[src/design/bdc_pkg.sv]
package bdc_pkg;
  // global address map of the debug space
  localparam logic [17:0] BDC_SPACE_LO    = 18'h3FF00;
  localparam logic [17:0] BDC_REG_HI      = 18'h3FF0B;
  localparam logic [17:0] BDC_STATUS_ADDR = 18'h3FF01;
  localparam logic [17:0] BDC_CCR_ADDR    = 18'h3FF06;
  localparam logic [17:0] BDC_PPR_ADDR    = 18'h3FF08;
  localparam logic [17:0] BDC_FID_ADDR    = 18'h3FF0F;
  // status register field positions
  localparam int BDC_ST_ENABLE = 7;
  localparam int BDC_ST_ACTIVE = 6;
  localparam int BDC_ST_UNSECURED_FLAG  = 1;
  // program page register fields
  localparam int BDC_PPR_PAE = 7;
  localparam int BDC_PPR_SEL_HI = 3;
  localparam logic [7:0] BDC_PPR_MASK = 8'h8F;
  // holding register reset values
  localparam logic [7:0] BDC_CCR_RST_SSC   = 8'hD8;
  localparam logic [7:0] BDC_CCR_RST_OTHER = 8'h00;
  // hardware halt opcode
  localparam logic [7:0] BDC_OP_HALT = 8'h90;
  // arbitrary neutral family identifier
  localparam logic [7:0] BDC_FAMILY_IDENTIFIER_DEF = 8'h5A;
  // delay before a refused activation lets the cpu go
  localparam int BDC_REFUSE_NS = 40;
  localparam int BDC_CLK_NS    = 10;
  localparam int BDC_REFUSE_CYC = (BDC_REFUSE_NS + BDC_CLK_NS - 1) / BDC_CLK_NS;

  // debug-side access request from the serial engine
  typedef struct packed {
    logic        valid;
    logic        write;
    logic        bd_space; // debug-space command variant
    logic [17:0] addr;
    logic [7:0]  wdata;
  } bdc_acc_t;

  // outgoing paging selection
  typedef struct packed {
    logic       enable;
    logic [3:0] page;
  } bdc_page_t;
endpackage

[src/design/bdc_entry_delay.sv]
`timescale 1ns/1ps
// counts the short stall applied to a refused activation
module bdc_entry_delay
  import bdc_pkg::*;
#(
  parameter int CYCLES = BDC_REFUSE_CYC
) (
  input  wire logic clk_in,
  input  wire logic reset_in,
  input  wire logic start_in,
  output logic      busy_out
);
  logic [7:0] count;

  // load on start, count down to zero
  always_ff @(posedge clk_in or posedge reset_in) begin
    if (reset_in) begin
      count <= 8'h00;
    end else if (start_in && count == 8'h00) begin
      count <= 8'(CYCLES);
    end else if (count != 8'h00) begin
      count <= count - 8'h01;
    end
  end

  // busy while counting
  always_ff @(posedge clk_in or posedge reset_in) begin
    if (reset_in) begin
      busy_out <= 1'b0;
    end else begin
      busy_out <= (start_in && count == 8'h00) || count > 8'h01;
    end
  end
endmodule

[src/design/bdc_core_ctrl.sv]
`timescale 1ns/1ps
// Functional notes
// - entry copies cpu ccr into holding register
// - special single-chip reset holds 0xD8
// - other-mode reset holding register reads zero
// - holding register writable, restored on exit
// - ccr and page registers: debug access, unsecured
// - page enable bit 7 enables paging
// - debug-space commands to the register window never page
// - bits 3..0 choose the program page
// - family_identifier visible only while active
// - hardware and firmware commands from host
// - firmware commands only unsecured and active
// - hardware commands always, unless secured and not enabled
// - secure erase pass sets unsecured and enable
// - erase fail sets enable only
// - secured outside special single-chip: refuse all
// - enable must precede activation, host-written
// - halt command, halt instruction, breakpoint activate
// - entry after current instruction, breakpoint timing
// - special single-chip reset: enabled and active; secured only active
// - refused entry delays briefly, halt ignored
// - registers mapped top space, hidden from users
// - overlap entry bumps saved pc by one
// - halt opcode 0x90 acks on entry to active, one cycle before active_out
module bdc_core_ctrl
  import bdc_pkg::*;
#(
  parameter logic [7:0] FAMILY_IDENTIFIER = BDC_FAMILY_IDENTIFIER_DEF
) (
  input  wire logic       clk_in,
  input  wire logic       reset_in,
  input  wire logic       special_single_in,
  input  wire logic       secured_in,
  input  wire bdc_acc_t   acc_in,
  input  wire logic       cmd_valid_in,
  input  wire logic [7:0] cmd_opcode_in,
  input  wire logic       cmd_firmware_in,
  input  wire logic       cpu_halt_instr_in,
  input  wire logic       brk_event_in,
  input  wire logic       brk_after_in,
  input  wire logic       instr_done_in,
  input  wire logic [7:0] cpu_ccr_in,
  input  wire logic       cpu_in_fw_space_in,
  input  wire logic       erase_done_in,
  input  wire logic       erase_ok_in,
  input  wire logic       exit_in,
  input  wire logic       user_read_in,
  input  wire logic [17:0] user_addr_in,
  output logic [7:0]      rdata_out,
  output logic            rvalid_out,
  output logic            acc_refused_out,
  output logic            fw_cmd_go_out,
  output logic            hw_cmd_go_out,
  output logic [7:0]      ccr_restore_out,
  output logic            restore_ccr_out,
  output bdc_page_t       page_out,
  output logic            active_out,
  output logic            enabled_out,
  output logic            unsecured_out,
  output logic            cpu_stall_out,
  output logic            fw_overlay_out,
  output logic            secure_fw_out,
  output logic            pc_bump_out,
  output logic            ack_out,
  output logic            user_hidden_out
);
  typedef enum {
    ST_RUN,
    ST_WAIT_INSTR,
    ST_WAIT_NEXT,
    ST_ACTIVE,
    ST_SECURE_CHECK,
    ST_SECURE_LOOP
  } bdc_state_t;

  bdc_state_t state;
  logic [7:0] ccr_hold;
  logic [7:0] ppr;
  logic       refuse_start;
  logic       refuse_busy;
  logic       allowed;
  logic       trig;
  logic       halt_cmd;
  logic       hw_ok;
  logic       acc_ok;
  logic       strap_ssc;
  logic       strap_sec;
  logic       reset_seen;

  // true when addr lies in the debug register window
  function automatic logic in_reg_space(input logic [17:0] a);
    in_reg_space = a >= BDC_SPACE_LO && a <= BDC_REG_HI;
  endfunction

  // true when addr lies in the whole debug space
  function automatic logic in_debug_space(input logic [17:0] a);
    in_debug_space = a >= BDC_SPACE_LO;
  endfunction

  // mode straps caught by a clocked process after release
  always_ff @(posedge clk_in or posedge reset_in) begin
    if (reset_in) begin
      reset_seen <= 1'b0;
      strap_ssc  <= 1'b0;
      strap_sec  <= 1'b0;
    end else if (!reset_seen) begin
      reset_seen <= 1'b1;
      strap_ssc  <= special_single_in;
      strap_sec  <= secured_in;
    end
  end

  assign allowed = !(strap_sec && !strap_ssc) && reset_seen;
  assign hw_ok = allowed && (unsecured_out || !strap_sec || enabled_out);
  assign acc_ok = allowed && (unsecured_out || !strap_sec);
  assign halt_cmd = cmd_valid_in && !cmd_firmware_in &&
                    cmd_opcode_in == BDC_OP_HALT && hw_ok;
  assign trig = halt_cmd || cpu_halt_instr_in || brk_event_in;
  // refused halt-instruction or breakpoint activation stalls cpu briefly
  assign refuse_start = state == ST_RUN && !enabled_out &&
                        (cpu_halt_instr_in || brk_event_in);

  bdc_entry_delay #(
    .CYCLES(BDC_REFUSE_CYC)
  ) u_delay (
    .clk_in  (clk_in),
    .reset_in(reset_in),
    .start_in(refuse_start),
    .busy_out(refuse_busy)
  );

  // activation, secure check and exit sequencing
  always_ff @(posedge clk_in or posedge reset_in) begin
    if (reset_in) begin
      state         <= ST_RUN;
      enabled_out   <= 1'b0;
      unsecured_out <= 1'b0;
    end else if (!reset_seen) begin
      // unsecured special single-chip starts enabled and active
      if (special_single_in && secured_in) begin
        state <= ST_SECURE_CHECK;
      end else if (special_single_in) begin
        state       <= ST_ACTIVE;
        enabled_out <= 1'b1;
      end
      unsecured_out <= !secured_in;
    end else begin
      // host sets enable via status write
      if (acc_in.valid && acc_in.write && acc_in.bd_space && hw_ok &&
          acc_in.addr == BDC_STATUS_ADDR) begin
        enabled_out <= acc_in.wdata[BDC_ST_ENABLE];
      end
      unique case (state)
        ST_RUN: begin
          if (trig && enabled_out && allowed) begin
            state <= (brk_event_in && brk_after_in) ? ST_WAIT_NEXT
                                                    : ST_WAIT_INSTR;
          end
        end
        ST_WAIT_NEXT: begin
          if (instr_done_in) begin
            state <= ST_WAIT_INSTR;
          end
        end
        ST_WAIT_INSTR: begin
          if (instr_done_in) begin
            state <= ST_ACTIVE;
          end
        end
        ST_ACTIVE: begin
          if (exit_in) begin
            state <= ST_RUN;
          end
        end
        ST_SECURE_CHECK: begin
          if (erase_done_in && erase_ok_in) begin
            unsecured_out <= 1'b1;
            enabled_out   <= 1'b1;
            state         <= ST_ACTIVE;
          end else if (erase_done_in) begin
            enabled_out <= 1'b1;
            state       <= ST_SECURE_LOOP;
          end
        end
        ST_SECURE_LOOP: state <= ST_SECURE_LOOP;
      endcase
    end
  end

  // holding register: reset, capture, write
  always_ff @(posedge clk_in or posedge reset_in) begin
    if (reset_in) begin
      ccr_hold <= BDC_CCR_RST_OTHER;
    end else if (!reset_seen) begin
      // special single-chip value / zero otherwise
      ccr_hold <= special_single_in ? BDC_CCR_RST_SSC : BDC_CCR_RST_OTHER;
    end else if (state == ST_WAIT_INSTR && instr_done_in) begin
      ccr_hold <= cpu_ccr_in;
    end else if (acc_in.valid && acc_in.write && acc_ok &&
                 acc_in.bd_space && acc_in.addr == BDC_CCR_ADDR) begin
      ccr_hold <= acc_in.wdata;
    end
  end

  // page register written by debug accesses only
  always_ff @(posedge clk_in or posedge reset_in) begin
    if (reset_in) begin
      ppr <= 8'h00;
    end else if (acc_in.valid && acc_in.write && acc_ok &&
                 acc_in.bd_space && acc_in.addr == BDC_PPR_ADDR) begin
      ppr <= acc_in.wdata & BDC_PPR_MASK;
    end
  end

  // read data path for debug accesses
  always_ff @(posedge clk_in or posedge reset_in) begin
    if (reset_in) begin
      rdata_out       <= 8'h00;
      rvalid_out      <= 1'b0;
      acc_refused_out <= 1'b0;
    end else begin
      rvalid_out      <= acc_in.valid && !acc_in.write && acc_ok;
      acc_refused_out <= acc_in.valid && !acc_ok;
      rdata_out       <= 8'h00;
      if (acc_in.valid && !acc_in.write && acc_ok && acc_in.bd_space) begin
        if (acc_in.addr == BDC_CCR_ADDR) begin
          rdata_out <= ccr_hold;
        end else if (acc_in.addr == BDC_PPR_ADDR) begin
          rdata_out <= ppr;
        end else if (acc_in.addr == BDC_STATUS_ADDR) begin
          rdata_out <= {enabled_out, active_out, 4'h0, unsecured_out, 1'b0};
        end else if (acc_in.addr == BDC_FID_ADDR && active_out) begin
          rdata_out <= FAMILY_IDENTIFIER;
        end
      end
    end
  end

  // paging selection for memory accesses
  always_ff @(posedge clk_in or posedge reset_in) begin
    if (reset_in) begin
      page_out <= '0;
    end else begin
      // enable bit / debug register window never pages
      page_out.enable <= ppr[BDC_PPR_PAE] &&
                         !(acc_in.valid && acc_in.bd_space &&
                           in_reg_space(acc_in.addr));
      page_out.page <= ppr[BDC_PPR_SEL_HI:0];
    end
  end

  // command gating, status and cpu control outputs
  always_ff @(posedge clk_in or posedge reset_in) begin
    if (reset_in) begin
      fw_cmd_go_out   <= 1'b0;
      hw_cmd_go_out   <= 1'b0;
      ccr_restore_out <= 8'h00;
      restore_ccr_out <= 1'b0;
      active_out      <= 1'b0;
      cpu_stall_out   <= 1'b0;
      fw_overlay_out  <= 1'b0;
      secure_fw_out   <= 1'b0;
      pc_bump_out     <= 1'b0;
      ack_out         <= 1'b0;
      user_hidden_out <= 1'b0;
    end else begin
      // two command classes / firmware gating
      fw_cmd_go_out <= cmd_valid_in && cmd_firmware_in && acc_ok &&
                       state == ST_ACTIVE;
      hw_cmd_go_out <= cmd_valid_in && !cmd_firmware_in && hw_ok &&
                       !(halt_cmd && !enabled_out);
      ccr_restore_out <= ccr_hold;
      restore_ccr_out <= state == ST_ACTIVE && exit_in;
      active_out     <= state == ST_ACTIVE || state == ST_SECURE_CHECK ||
                        state == ST_SECURE_LOOP;
      cpu_stall_out  <= refuse_busy;
      fw_overlay_out <= state == ST_ACTIVE;
      secure_fw_out  <= state == ST_SECURE_CHECK ||
                        state == ST_SECURE_LOOP;
      // entry inside firmware space bumps pc
      pc_bump_out <= state == ST_WAIT_INSTR && instr_done_in &&
                     cpu_in_fw_space_in;
      // ack on entry to active, after any trigger
      ack_out <= state == ST_WAIT_INSTR && instr_done_in;
      // user reads of debug space hidden
      user_hidden_out <= user_read_in && in_debug_space(user_addr_in);
    end
  end
endmodule

[config.mk]
export PLATFORM = sky130hd
export DESIGN_NAME = bdc_core_ctrl
export DESIGN_NICKNAME = d
export VERILOG_FILES = /design/src/design/bdc_pkg.sv /design/src/design/bdc_entry_delay.sv /design/src/design/bdc_core_ctrl.sv
export SDC_FILE = /design/constraint.sdc
export NUM_CORES = 1
export LEC_CHECK = 0
export ABC_CLOCK_PERIOD_IN_PS = 2009
export BUFFER_PORTS_ARGS = -buffer_cell sky130_fd_sc_hd__buf_4
export CELL_PAD_IN_SITES_DETAIL_PLACEMENT = 0
export CELL_PAD_IN_SITES_GLOBAL_PLACEMENT = 1
export CORE_MARGIN = 10
export CORE_UTILIZATION = 36
export CTS_CLUSTER_SIZE = 24
export DETAILED_ROUTE_END_ITERATION = 10
export PLACE_DENSITY = 0.82
export SYNTH_ARGS = -nofsm -noshare
export SYNTH_HDL_FRONTEND = slang
export SYNTH_HIERARCHICAL = 1
export SYNTH_SLANG_ARGS = --single-unit
export TNS_END_PERCENT = 1
[constraint.sdc]
create_clock -name clk_in -period 2.01 [get_ports clk_in]
set_input_delay 0.1005 -clock clk_in [delete_from_list [all_inputs] [get_ports clk_in]]
set_output_delay 0.1005 -clock clk_in [all_outputs]
set_load 0.005 [all_outputs]
==> results.tsv, run 1 <==
stage	metric	value	unit
outcome	outcome	complete, no violations	
yosys	synthTopCellsByArea	dfrtp_1 (55%), mux2i_1 (4.5%), nand2_1 (2.8%)	
critical_path	reg2reg_slack	0.16	ns
clock_tree	cts_made_buffers	9	
grt	grt_max_degree	55	
power_and_ir_drop	peakVddDrop	0.429	mV
power_and_ir_drop	p_leak	2.09	nW
floorplan	core_area	7730	um2
floorplan	start_util	0.371	
clock_tree	clock_latency	0.34	ns
route	drt-initial-drc-count	120	
grt	grt_remaining_overflow	0	
sta	post-route-period-util	0.921	
cells_and_area	mostFrequentLayoutCells	buf_4 (117), dfrtp_1 (63), nand2_1 (21)	
flow_run	drv_cap	0	
clock_tree	clockRootBuffer	clkbuf_8	
place	dp_hpwl	6270	um
clock_tree	htreeDepth	3	
yosys	synth-seq-area-share	0.550	
floorplan	pin_count	113	
yosys	yosys_warnings	6	
yosys	synth-seq-cells	63	
route	met2_length	3790	um
clock_tree	cts_tree	done	
yosys	synth_cell_types	52	
sta	setup_viol	0	
floorplan	die_w	109	um
cells_and_area	final_common_cell	buf_4	
clock_tree	cts_num_sinks	63	
critical_path	worstReg2RegEnd	ccr_hold[4]$_DFFE_PP0P_	
cells_and_area	nFillCells	679	
route	drc	0	
sta	grt_setup_unrepaired	false	
yosys	syn_nets	348	
critical_path	startpoint_type	flop	
route	first_pass_iters	5	
cells_and_area	area_growth	47.1	%
route	vias	2501	
yosys	yosysTopAreaCellShare	0.550	
sta	slew_violations	0	
yosys	yosys.area.top_type	dfrtp_1	
critical_path	r2r-start	strap_sec$_DFFE_PP0N_	
critical_path	worstPathArrival	2.06	ns
critical_path	path_max_fanout	8	
sta	fmax	540	MHz
grt	antenna_found_initial	0	
grt	grt_util_all_layers	0.135	
yosys	syn_area	2860	um2
yosys	synthArstFlopShare	1.00	
route	wirelength	8030	um
yosys	ys.flop_type	dfrtp_1	
cells_and_area	fin_nets	481	
sta	skew	0.00745	ns
route	antenna_left	0	
grt	grt_pass1_wl	12800	um
clock_tree	clock_path_buffers	2	
critical_path	end_kind	flop	
critical_path	ff2ff_path_depth	6	
cells_and_area	diodes	0	
place	gp_congestion	0.820	
route	top_layer	met4	
route	wl_met3	809	um
cells_and_area	layout-drive-gt1-share	0.380	
critical_path	startpoint	strap_sec$_DFFE_PP0N_	
route	wire_per_inst	15.8	um
sta	period_needed	1.85	ns
sta	fin_tns_setup	0	ns
yosys	avgSynthCellArea	10.7	um2
sta	finalHoldViolations	0	
min_path	hold_path.class	input port to flop	
critical_path	criticalPathCategory	flop to flop	
grt	grt_pass1_vias	2580	
floorplan	die_h	109	um
clock_tree	clk_pin_slew	0.07	ns
critical_path	cp.required	2.22	ns
critical_path	endpoint	ccr_hold[4]$_DFFE_PP0P_	
floorplan	rows	32	
power_and_ir_drop	p_per_area	944	nW/um2
yosys	synthCells	267	
floorplan	dieArea	11900	um2
route	viasPerCell	4.93	
place	port_buffers	104	
cells_and_area	final_core_util	0.545	
route	drt-met1-wl	3310	um
yosys	synth_edf_count	0	
sta	whs	0.0173	ns
==> routing by layer <==
metal | up-vias | track usage
met5 | - | 0
met4 | 0 | 0.0530
met3 | 12 | 0.0484
met2 | 91 | 0.224
met1 | 1159 | 0.156
li1 | 1239 | -
==> metrics by stage <==
step	std cells	total power, mW	setup WS [ns]	instance area, um2
6_report	507	3.98	0.158	4210
5_1_grt	507	4.24	0.0479	4210
2_1_floorplan	267	2.28	0.115	2860
3_5_place_dp	480	2.74	-0.138	3860
4_1_cts	507	4.01	0.152	4190
3_3_place_gp	480	2.71	-0.0933	3860
==> how the worst min path moves through the flow <==
stage                     depth (start not counted)    startpoint                            to  slack [ns]
after floorplan                                   1      reset_in    u_delay/busy_out$_DFF_PP0_       -0.07
after global placement                            2      reset_in  u_delay/count[0]$_DFFE_PP0P_        0.11
after detailed placement                          2      reset_in  u_delay/count[0]$_DFFE_PP0P_        0.11
after CTS                                         3  cmd_valid_in       hw_cmd_go_out$_DFF_PP0_       0.007
after global routing                              2     acc_in[3]            ppr[3]$_DFFE_PP0P_       0.008
final                                             3  cmd_valid_in       hw_cmd_go_out$_DFF_PP0_        0.02
==> synthesized netlist by cell type, types with 2 or more instances <==
master    count
or4_4         2
nand2_1      21
inv_1        12
dfrtp_1      63
nor2b_1       3
nand3b_1      2
a211oi_1      3
nand3_1       8
mux2i_1      13
or4_1         2
or3_1         2
nand4_1       8
a21oi_1      13
a22oi_1       5
or2_2         3
nor3b_1       4
ha_1          3
clkbuf_1      6
a21boi_0      2
nor3_1        4
o21ai_0      12
nand2b_1      8
and3_1        4
o22ai_1       4
nor2_1       16
nor4_1        8
mux2_2        5
o221a_2       3
a31oi_1       2
and2_1        4
==> critical path, stage by stage, from the launching register on <==
cell and delay [ns]:
dfrtp_1 0.42, a21boi_2 0.18, nor4_2 0.24, or4b_4 0.49
buf_8 0.16, mux2i_1 0.16, a21oi_1 0.08
==> area by class of cell <==
cell class / count / area (um2) / area share
sequential: 63 / 1580 / 0.374
multi-input combinational: 184 / 1220 / 0.289
timing repair buffer: 130 / 1020 / 0.243
tap: 102 / 128 / 0.0303
clock buffer: 9 / 124 / 0.0294
clock inverter: 7 / 100 / 0.0238
inverter: 12 / 45.0 / 0.0107
==> registers in the layout, summed over array words and instances, names as in the netlist, 3 cells and up <==
name / flops
ccr_restore_out: 8
state: 3
u_delay/count: 8
rdata_out: 8
page_out: 5
ccr_hold: 8
ppr: 5
==> what timing repair did <==
action	in CTS	in global routing
hold buffers	11	0
resized for setup	0	6
setup buffers	0	0
hold endpoints to repair	72	0
endpoints found under the setup margin	0	4
==> kinds of logic (layout without fill, tap and decap cells) <==
family | Yosys count | count (layout) | synth area share
AOI/OAI and AO/OA | 54 | 54 | 0.124
xor gates and xnor gates | 1 | 1 | 0.00306
adders and majority gates | 3 | 3 | 0.0131
buffers and inverters | 20 | 158 | 0.0293
DFF | 63 | 63 | 0.550
muxes | 19 | 19 | 0.0690
other | 1 | 1 | 0.00131
and+or+nand+nor | 106 | 106 | 0.210
==> power breakdown <==
group / leakage (nW) / internal [mW] / switching [mW]
Clock: 0.115 / 0.713 / 0.532
Sequential: 0.808 / 1.51 / 0.248
Combinational: 1.17 / 0.534 / 0.443
Total: 2.09 / 2.75 / 1.22
No activity file was read; power rests on OpenSTA's default activity.
==> inputs of run 2 (changes only) <==
Settings changed: ABC_AREA set to 1, CORE_UTILIZATION 36 to 35.
==> results.tsv, run 2 <==
stage	metric	value	unit
outcome	outcome	complete, no violations	
floorplan	pin_count	113	
sta	grt_setup_unrepaired	false	
sta	period_needed	1.67	ns
critical_path	crit_top_cell	o21ai_0	
critical_path	cp.required	2.26	ns
clock_tree	cts_tree	done	
grt	grt_remaining_overflow	0	
power_and_ir_drop	peakVddDrop	0.384	mV
critical_path	ff2ff_path_depth	7	
critical_path	crit_slowest_cell	dfrtp_1	
min_path	hold_path.class	input port to flop	
route	drt-initial-drc-count	131	
min_path	min-delay-start	cmd_firmware_in	
place	gp_congestion	0.850	
floorplan	core_area	8810	um2
yosys	syn_nets	488	
clock_tree	post-cts-setup-buffers	0	
yosys	synth.most_common_cell	nand2_1	
sta	finalHoldViolations	0	
route	wire_per_inst	14.2	um
route	drc	0	
route	wirelength	9080	um
grt	grt_max_degree	30	
sta	post-route-period-util	0.829	
critical_path	critPathBufInv	2	
power_and_ir_drop	p_per_area	960	nW/um2
route	antenna_left	0	
sta	relSlewSlack	0.587	
clock_tree	cts_resized	0	
clock_tree	htreeDepth	3	
clock_tree	clock_latency	0.34	ns
place	dp_hpwl	7310	um
place	detailedPlace.worstSlack	0.378	ns
sta	worstMarginPinSlew	0.619	ns
critical_path	worstPathArrival	1.92	ns
floorplan	dieArea	13300	um2
critical_path	end_kind	flop	
grt	grt_pass1_vias	3094	
yosys	yosysTopAreaCellShare	0.495	
yosys	synthArstFlopShare	1.00	
critical_path	r2r-start	state[1]$_DFFE_PP0P_	
cells_and_area	fin_area	4400	um2
critical_path	startpoint	state[1]$_DFFE_PP0P_	
floorplan	die_w	115	um
floorplan	start_util	0.362	
critical_path	path_cells	inv_1, nand4_2, inv_2, nor2_1, o21ai_0, nand2_1, o21ai_0	
sta	fin_tns_setup	0	ns
yosys	yosys_warnings	6	
clock_tree	holdBufCountCts	5	
grt	grt_pass1_wl	14700	um
flow_run	drv_cap	0	
critical_path	path_max_fanout	10	
sta	fmax	600	MHz
yosys	synthCells	407	
clock_tree	clock_path_buffers	2	
place	port_buffers	104	
route	vias	3027	
yosys	yosys.area.top_type	dfrtp_1	
critical_path	critical_path.max_stage_delay	0.43	ns
cells_and_area	final_cells	639	
sta	setup_viol	0	
critical_path	criticalPathCategory	flop to flop	
clock_tree	clockRootBuffer	clkbuf_8	
power_and_ir_drop	power	4.22	mW
sta	finalWorstSetupSlack	0.344	ns
yosys	synth-seq-cells	63	
cells_and_area	fin_nets	607	
place	dp.cells	618	
cells_and_area	final_common_cell	nand2_1	
grt	antenna_found_initial	0	
yosys	synth_cell_types	36	
floorplan	rows	34	
yosys	ys.flop_type	dfrtp_1	
yosys	syn_area	3190	um2
yosys	avgSynthCellArea	7.83	um2
floorplan	die_h	115	um
cells_and_area	nFillCells	871	
cells_and_area	layout-drive-gt1-share	0.288	
critical_path	path_depth	7	
cells_and_area	mostFrequentLayoutCells	nand2_1 (113), buf_4 (106), dfrtp_1 (63)	
route	viasPerCell	4.74	
min_path	hold_path_depth	3	
critical_path	startpoint_type	flop	
cells_and_area	diodes	0	
clock_tree	clk_pin_slew	0.08	ns
yosys	synth_edf_count	0	
clock_tree	cts_made_buffers	9	
place	place_area	4110	um2
sta	slew_violations	0	
yosys	synthTopCellsByCount	nand2_1 (113), dfrtp_1 (63), nor2_1 (56), inv_1 (47), nand3_1 (32)	
cells_and_area	area_growth	37.9	%
critical_path	path_delay_family	buffers and inverters	
sta	skew	0.0107	ns
yosys	synth-seq-area-share	0.495	
yosys	synthTopCellsByArea	dfrtp_1 (49%), nand2_1 (13%), nor2_1 (6.6%)	
power_and_ir_drop	p_leak	2.37	nW
clock_tree	cts_num_sinks	63	
route	first_pass_iters	4	
grt	grt_util_all_layers	0.138	
## run 2: cell types whose count changed after synthesis, moves of 13 or more
cell     previous run  this run
mux2i_1            13         0
nand2_1            21       113
nor2_1             16        56
inv_1              12        47
nand3_1             8        32
## run 2: power by group
part           leakage (nW)  internal (mW)  switching [mW]
logic                  1.45          0.521           0.715
clock network         0.113          0.738           0.521
registers             0.810           1.51           0.212
total                  2.37           2.77            1.45
## run 2: layout make-up
class | instances | area [um2] | area share
Clock buffer | 10 | 138 | 0.0313
Clock inverter | 6 | 93.8 | 0.0213
Inverter | 56 | 210 | 0.0478
Multi-Input combinational cell | 284 | 1380 | 0.313
Sequential cell | 63 | 1580 | 0.359
Tap cell | 108 | 135 | 0.0307
Timing Repair Buffer | 112 | 866 | 0.197
## run 2: logic make-up (layout without fill, tap and decap cells)
group,Yosys count,after routing,share of synthesized area
AND/OR/NAND/NOR,234,234,0.334
flip-flops,63,63,0.495
buffers and inverters,60,184,0.0738
AO/OA/AOI/OAI,44,44,0.0789
adder cells (fa/ha/maj),3,3,0.0118
XOR/XNOR,2,2,0.00550
other,1,1,0.00118
## run 2: through the flow
step	util	hold WS, ns
2_1_floorplan	-	-0.0716
3_3_place_gp	0.467	0.117
3_5_place_dp	0.467	0.115
4_1_cts	0.499	0.000372
5_1_grt	0.499	0.0212
6_report	0.499	0.0130
## run 2: final timing paths
kind                       slack [ns]                          to
min in group asynchronous        0.29  u_delay/busy_out$_DFF_PP0_
min reg2reg                      0.35     cpu_stall_out$_DFF_PP0_
min                              0.01     fw_cmd_go_out$_DFF_PP0_
max reg2reg                      0.34     ccr_hold[6]$_DFFE_PP0P_
max                              0.34     ccr_hold[6]$_DFFE_PP0P_
max in group asynchronous        1.03          ppr[3]$_DFFE_PP0P_
## run 2: worst register-to-register path: cells and delay by family (launching register included)
kind            cells  cell delay [ns]
compound gates      2             0.22
buf+inv             2             0.49
flops               1             0.43
simple gates        3             0.44
## run 2: metal layers
layer	global-route usage	routed length, um	up-vias
li1	-	-	1528
met1	0.156	3810	1418
met2	0.253	4660	72
met3	0.0326	511	9
met4	0.0422	92	0
met5	0	0	-
==> inputs of run 3 (changes only) <==
Settings changed: ABC_AREA 1 to 0, ABC_CLOCK_PERIOD_IN_PS 2009 to 1500, CORE_UTILIZATION 35 to 33, PLACE_DENSITY 0.82 to 0.79.
Clock period 2.01 ns to 1.5 ns, I/O delays scaled along.
==> results.tsv, run 3 (synthesis gave the netlist of run 1 again) <==
stage	metric	value	unit
outcome	outcome	finished, violations left	
outcome	violations	negative setup slack	
floorplan	die_w	113	um
sta	post-route-period-util	1.20	
sta	whs	0.0107	ns
cells_and_area	fin_nets	515	
grt	grt_pass1_wl	14500	um
floorplan	rows	33	
grt	grt_pass1_vias	2914	
sta	skew	0.00612	ns
floorplan	core_area	8340	um2
place	dp.cells	511	
sta	setup_viol	15	
place	place_area	4070	um2
cells_and_area	nFillCells	743	
route	first_pass_iters	4	
clock_tree	cts_tree	done	
route	wirelength	9050	um
route	viasPerCell	4.99	
critical_path	startpoint_type	flop	
sta	slew_violations	0	
min_path	hold_path_depth	3	
power_and_ir_drop	power	5.76	mW
floorplan	dieArea	12800	um2
critical_path	criticalPathCategory	flop to flop	
critical_path	r2r-start	strap_sec$_DFFE_PP0N_	
min_path	min-delay-start	erase_ok_in	
power_and_ir_drop	peakVddDrop	0.501	mV
cells_and_area	final_cells	544	
clock_tree	cts_made_buffers	9	
place	detailedPlace.worstSlack	-0.568	ns
cells_and_area	layout-drive-gt1-share	0.449	
clock_tree	htreeDepth	3	
route	antenna_left	0	
cells_and_area	fin_area	4620	um2
grt	antenna_found_initial	0	
critical_path	path_max_fanout	8	
sta	fmax	554	MHz
critical_path	cp.required	1.73	ns
clock_tree	clockRootBuffer	clkbuf_8	
critical_path	ff2ff_path_depth	6	
grt	grt_max_degree	21	
critical_path	end_kind	flop	
floorplan	start_util	0.343	
place	gp_congestion	0.878	
critical_path	worstReg2RegEnd	ccr_hold[2]$_DFFE_PP0P_	
clock_tree	clk_pin_slew	0.08	ns
critical_path	reg2reg_slack	-0.30	ns
place	port_buffers	104	
cells_and_area	final_core_util	0.554	
cells_and_area	diodes	0	
clock_tree	cts_num_sinks	63	
min_path	hold_path.class	input port to flop	
cells_and_area	final_common_cell	buf_4	
cells_and_area	mostFrequentLayoutCells	buf_4 (142), dfrtp_1 (63), nand2_1 (21)	
clock_tree	clock_path_buffers	2	
power_and_ir_drop	p_per_area	1240	nW/um2
critical_path	endpoint	ccr_hold[2]$_DFFE_PP0P_	
grt	grt_remaining_overflow	0	
floorplan	die_h	113	um
clock_tree	clock_latency	0.35	ns
sta	fin_tns_setup	-3.17	ns
grt	grt_util_all_layers	0.137	
cells_and_area	area_growth	61.4	%
route	wire_per_inst	16.6	um
route	drc	0	
sta	finalHoldViolations	0	
floorplan	pin_count	113	
flow_run	drv_cap	0	
critical_path	worstPathArrival	2.04	ns
sta	grt_setup_unrepaired	true	
power_and_ir_drop	p_leak	2.27	nW
place	dp_hpwl	7040	um
route	drt-initial-drc-count	204	
sta	finalWorstSetupSlack	-0.305	ns
route	vias	2712	
critical_path	startpoint	strap_sec$_DFFE_PP0N_	
sta	period_needed	1.80	ns
-- run 3: changes by cell type in the layout (fill, tap and decap cells not counted), sizes merged, moves of 25 or more --
cell and delta:
nand2 -98, nor2 -47, buf +40, inv -40
nand3 -25
-- run 3: where the power goes --
| group | switching [mW] | internal [mW] | leakage (nW) |
|---|---|---|---|
| Clock | 0.726 | 0.955 | 0.111 |
| Sequential | 0.297 | 2.02 | 0.808 |
| Combinational | 0.792 | 0.968 | 1.36 |
| Total | 1.81 | 3.94 | 2.27 |
-- run 3: routing by layer --
layer / vias to the layer above / routed length, um / track usage
met3: 12 / 673 / 0.0465
li1: 1310 / - / -
met2: 89 / 4550 / 0.237
met5: - / 0 / 0
met1: 1301 / 3750 / 0.161
met4: 0 / 79 / 0.0296
-- run 3: final cells by class --
class / instances / area (um2) / area share
Clock buffer: 9 / 124 / 0.0268
Sequential cell: 63 / 1580 / 0.341
Timing Repair Buffer: 164 / 1310 / 0.282
Inverter: 12 / 45.0 / 0.00974
Multi-Input combinational cell: 184 / 1340 / 0.290
Clock inverter: 7 / 103 / 0.0222
Tap cell: 105 / 131 / 0.0284
-- run 3: timing repair --
item	4_1_cts	5_1_grt
resized for setup	17	16
endpoints found under the setup margin	31	33
setup buffers	0	0
hold buffers	17	0
pin swaps	6	12
hold endpoints to repair	39	0
-- run 3: critical path, cell delays in order (launching register included) --
cell and delay (ns):
dfrtp_1 0.39, a21boi_4 0.15, nor4_2 0.22, or4b_4 0.50, buf_8 0.16, mux2i_2 0.18
a21oi_1 0.09
-- run 3: worst min-delay path by stage --
| stage | end | slack, ns |
|---|---|---|
| after floorplan | u_delay/busy_out$_DFF_PP0_ | -0.1 |
| after global placement | u_delay/busy_out$_DFF_PP0_ | 0.08 |
| after detailed placement | u_delay/count[5]$_DFFE_PP0P_ | 0.08 |
| after CTS | user_hidden_out$_DFF_PP0_ | 0.002 |
| after global routing | rvalid_out$_DFF_PP0_ | 0.02 |
| final | unsecured_out$_DFFE_PP0P_ | 0.01 |
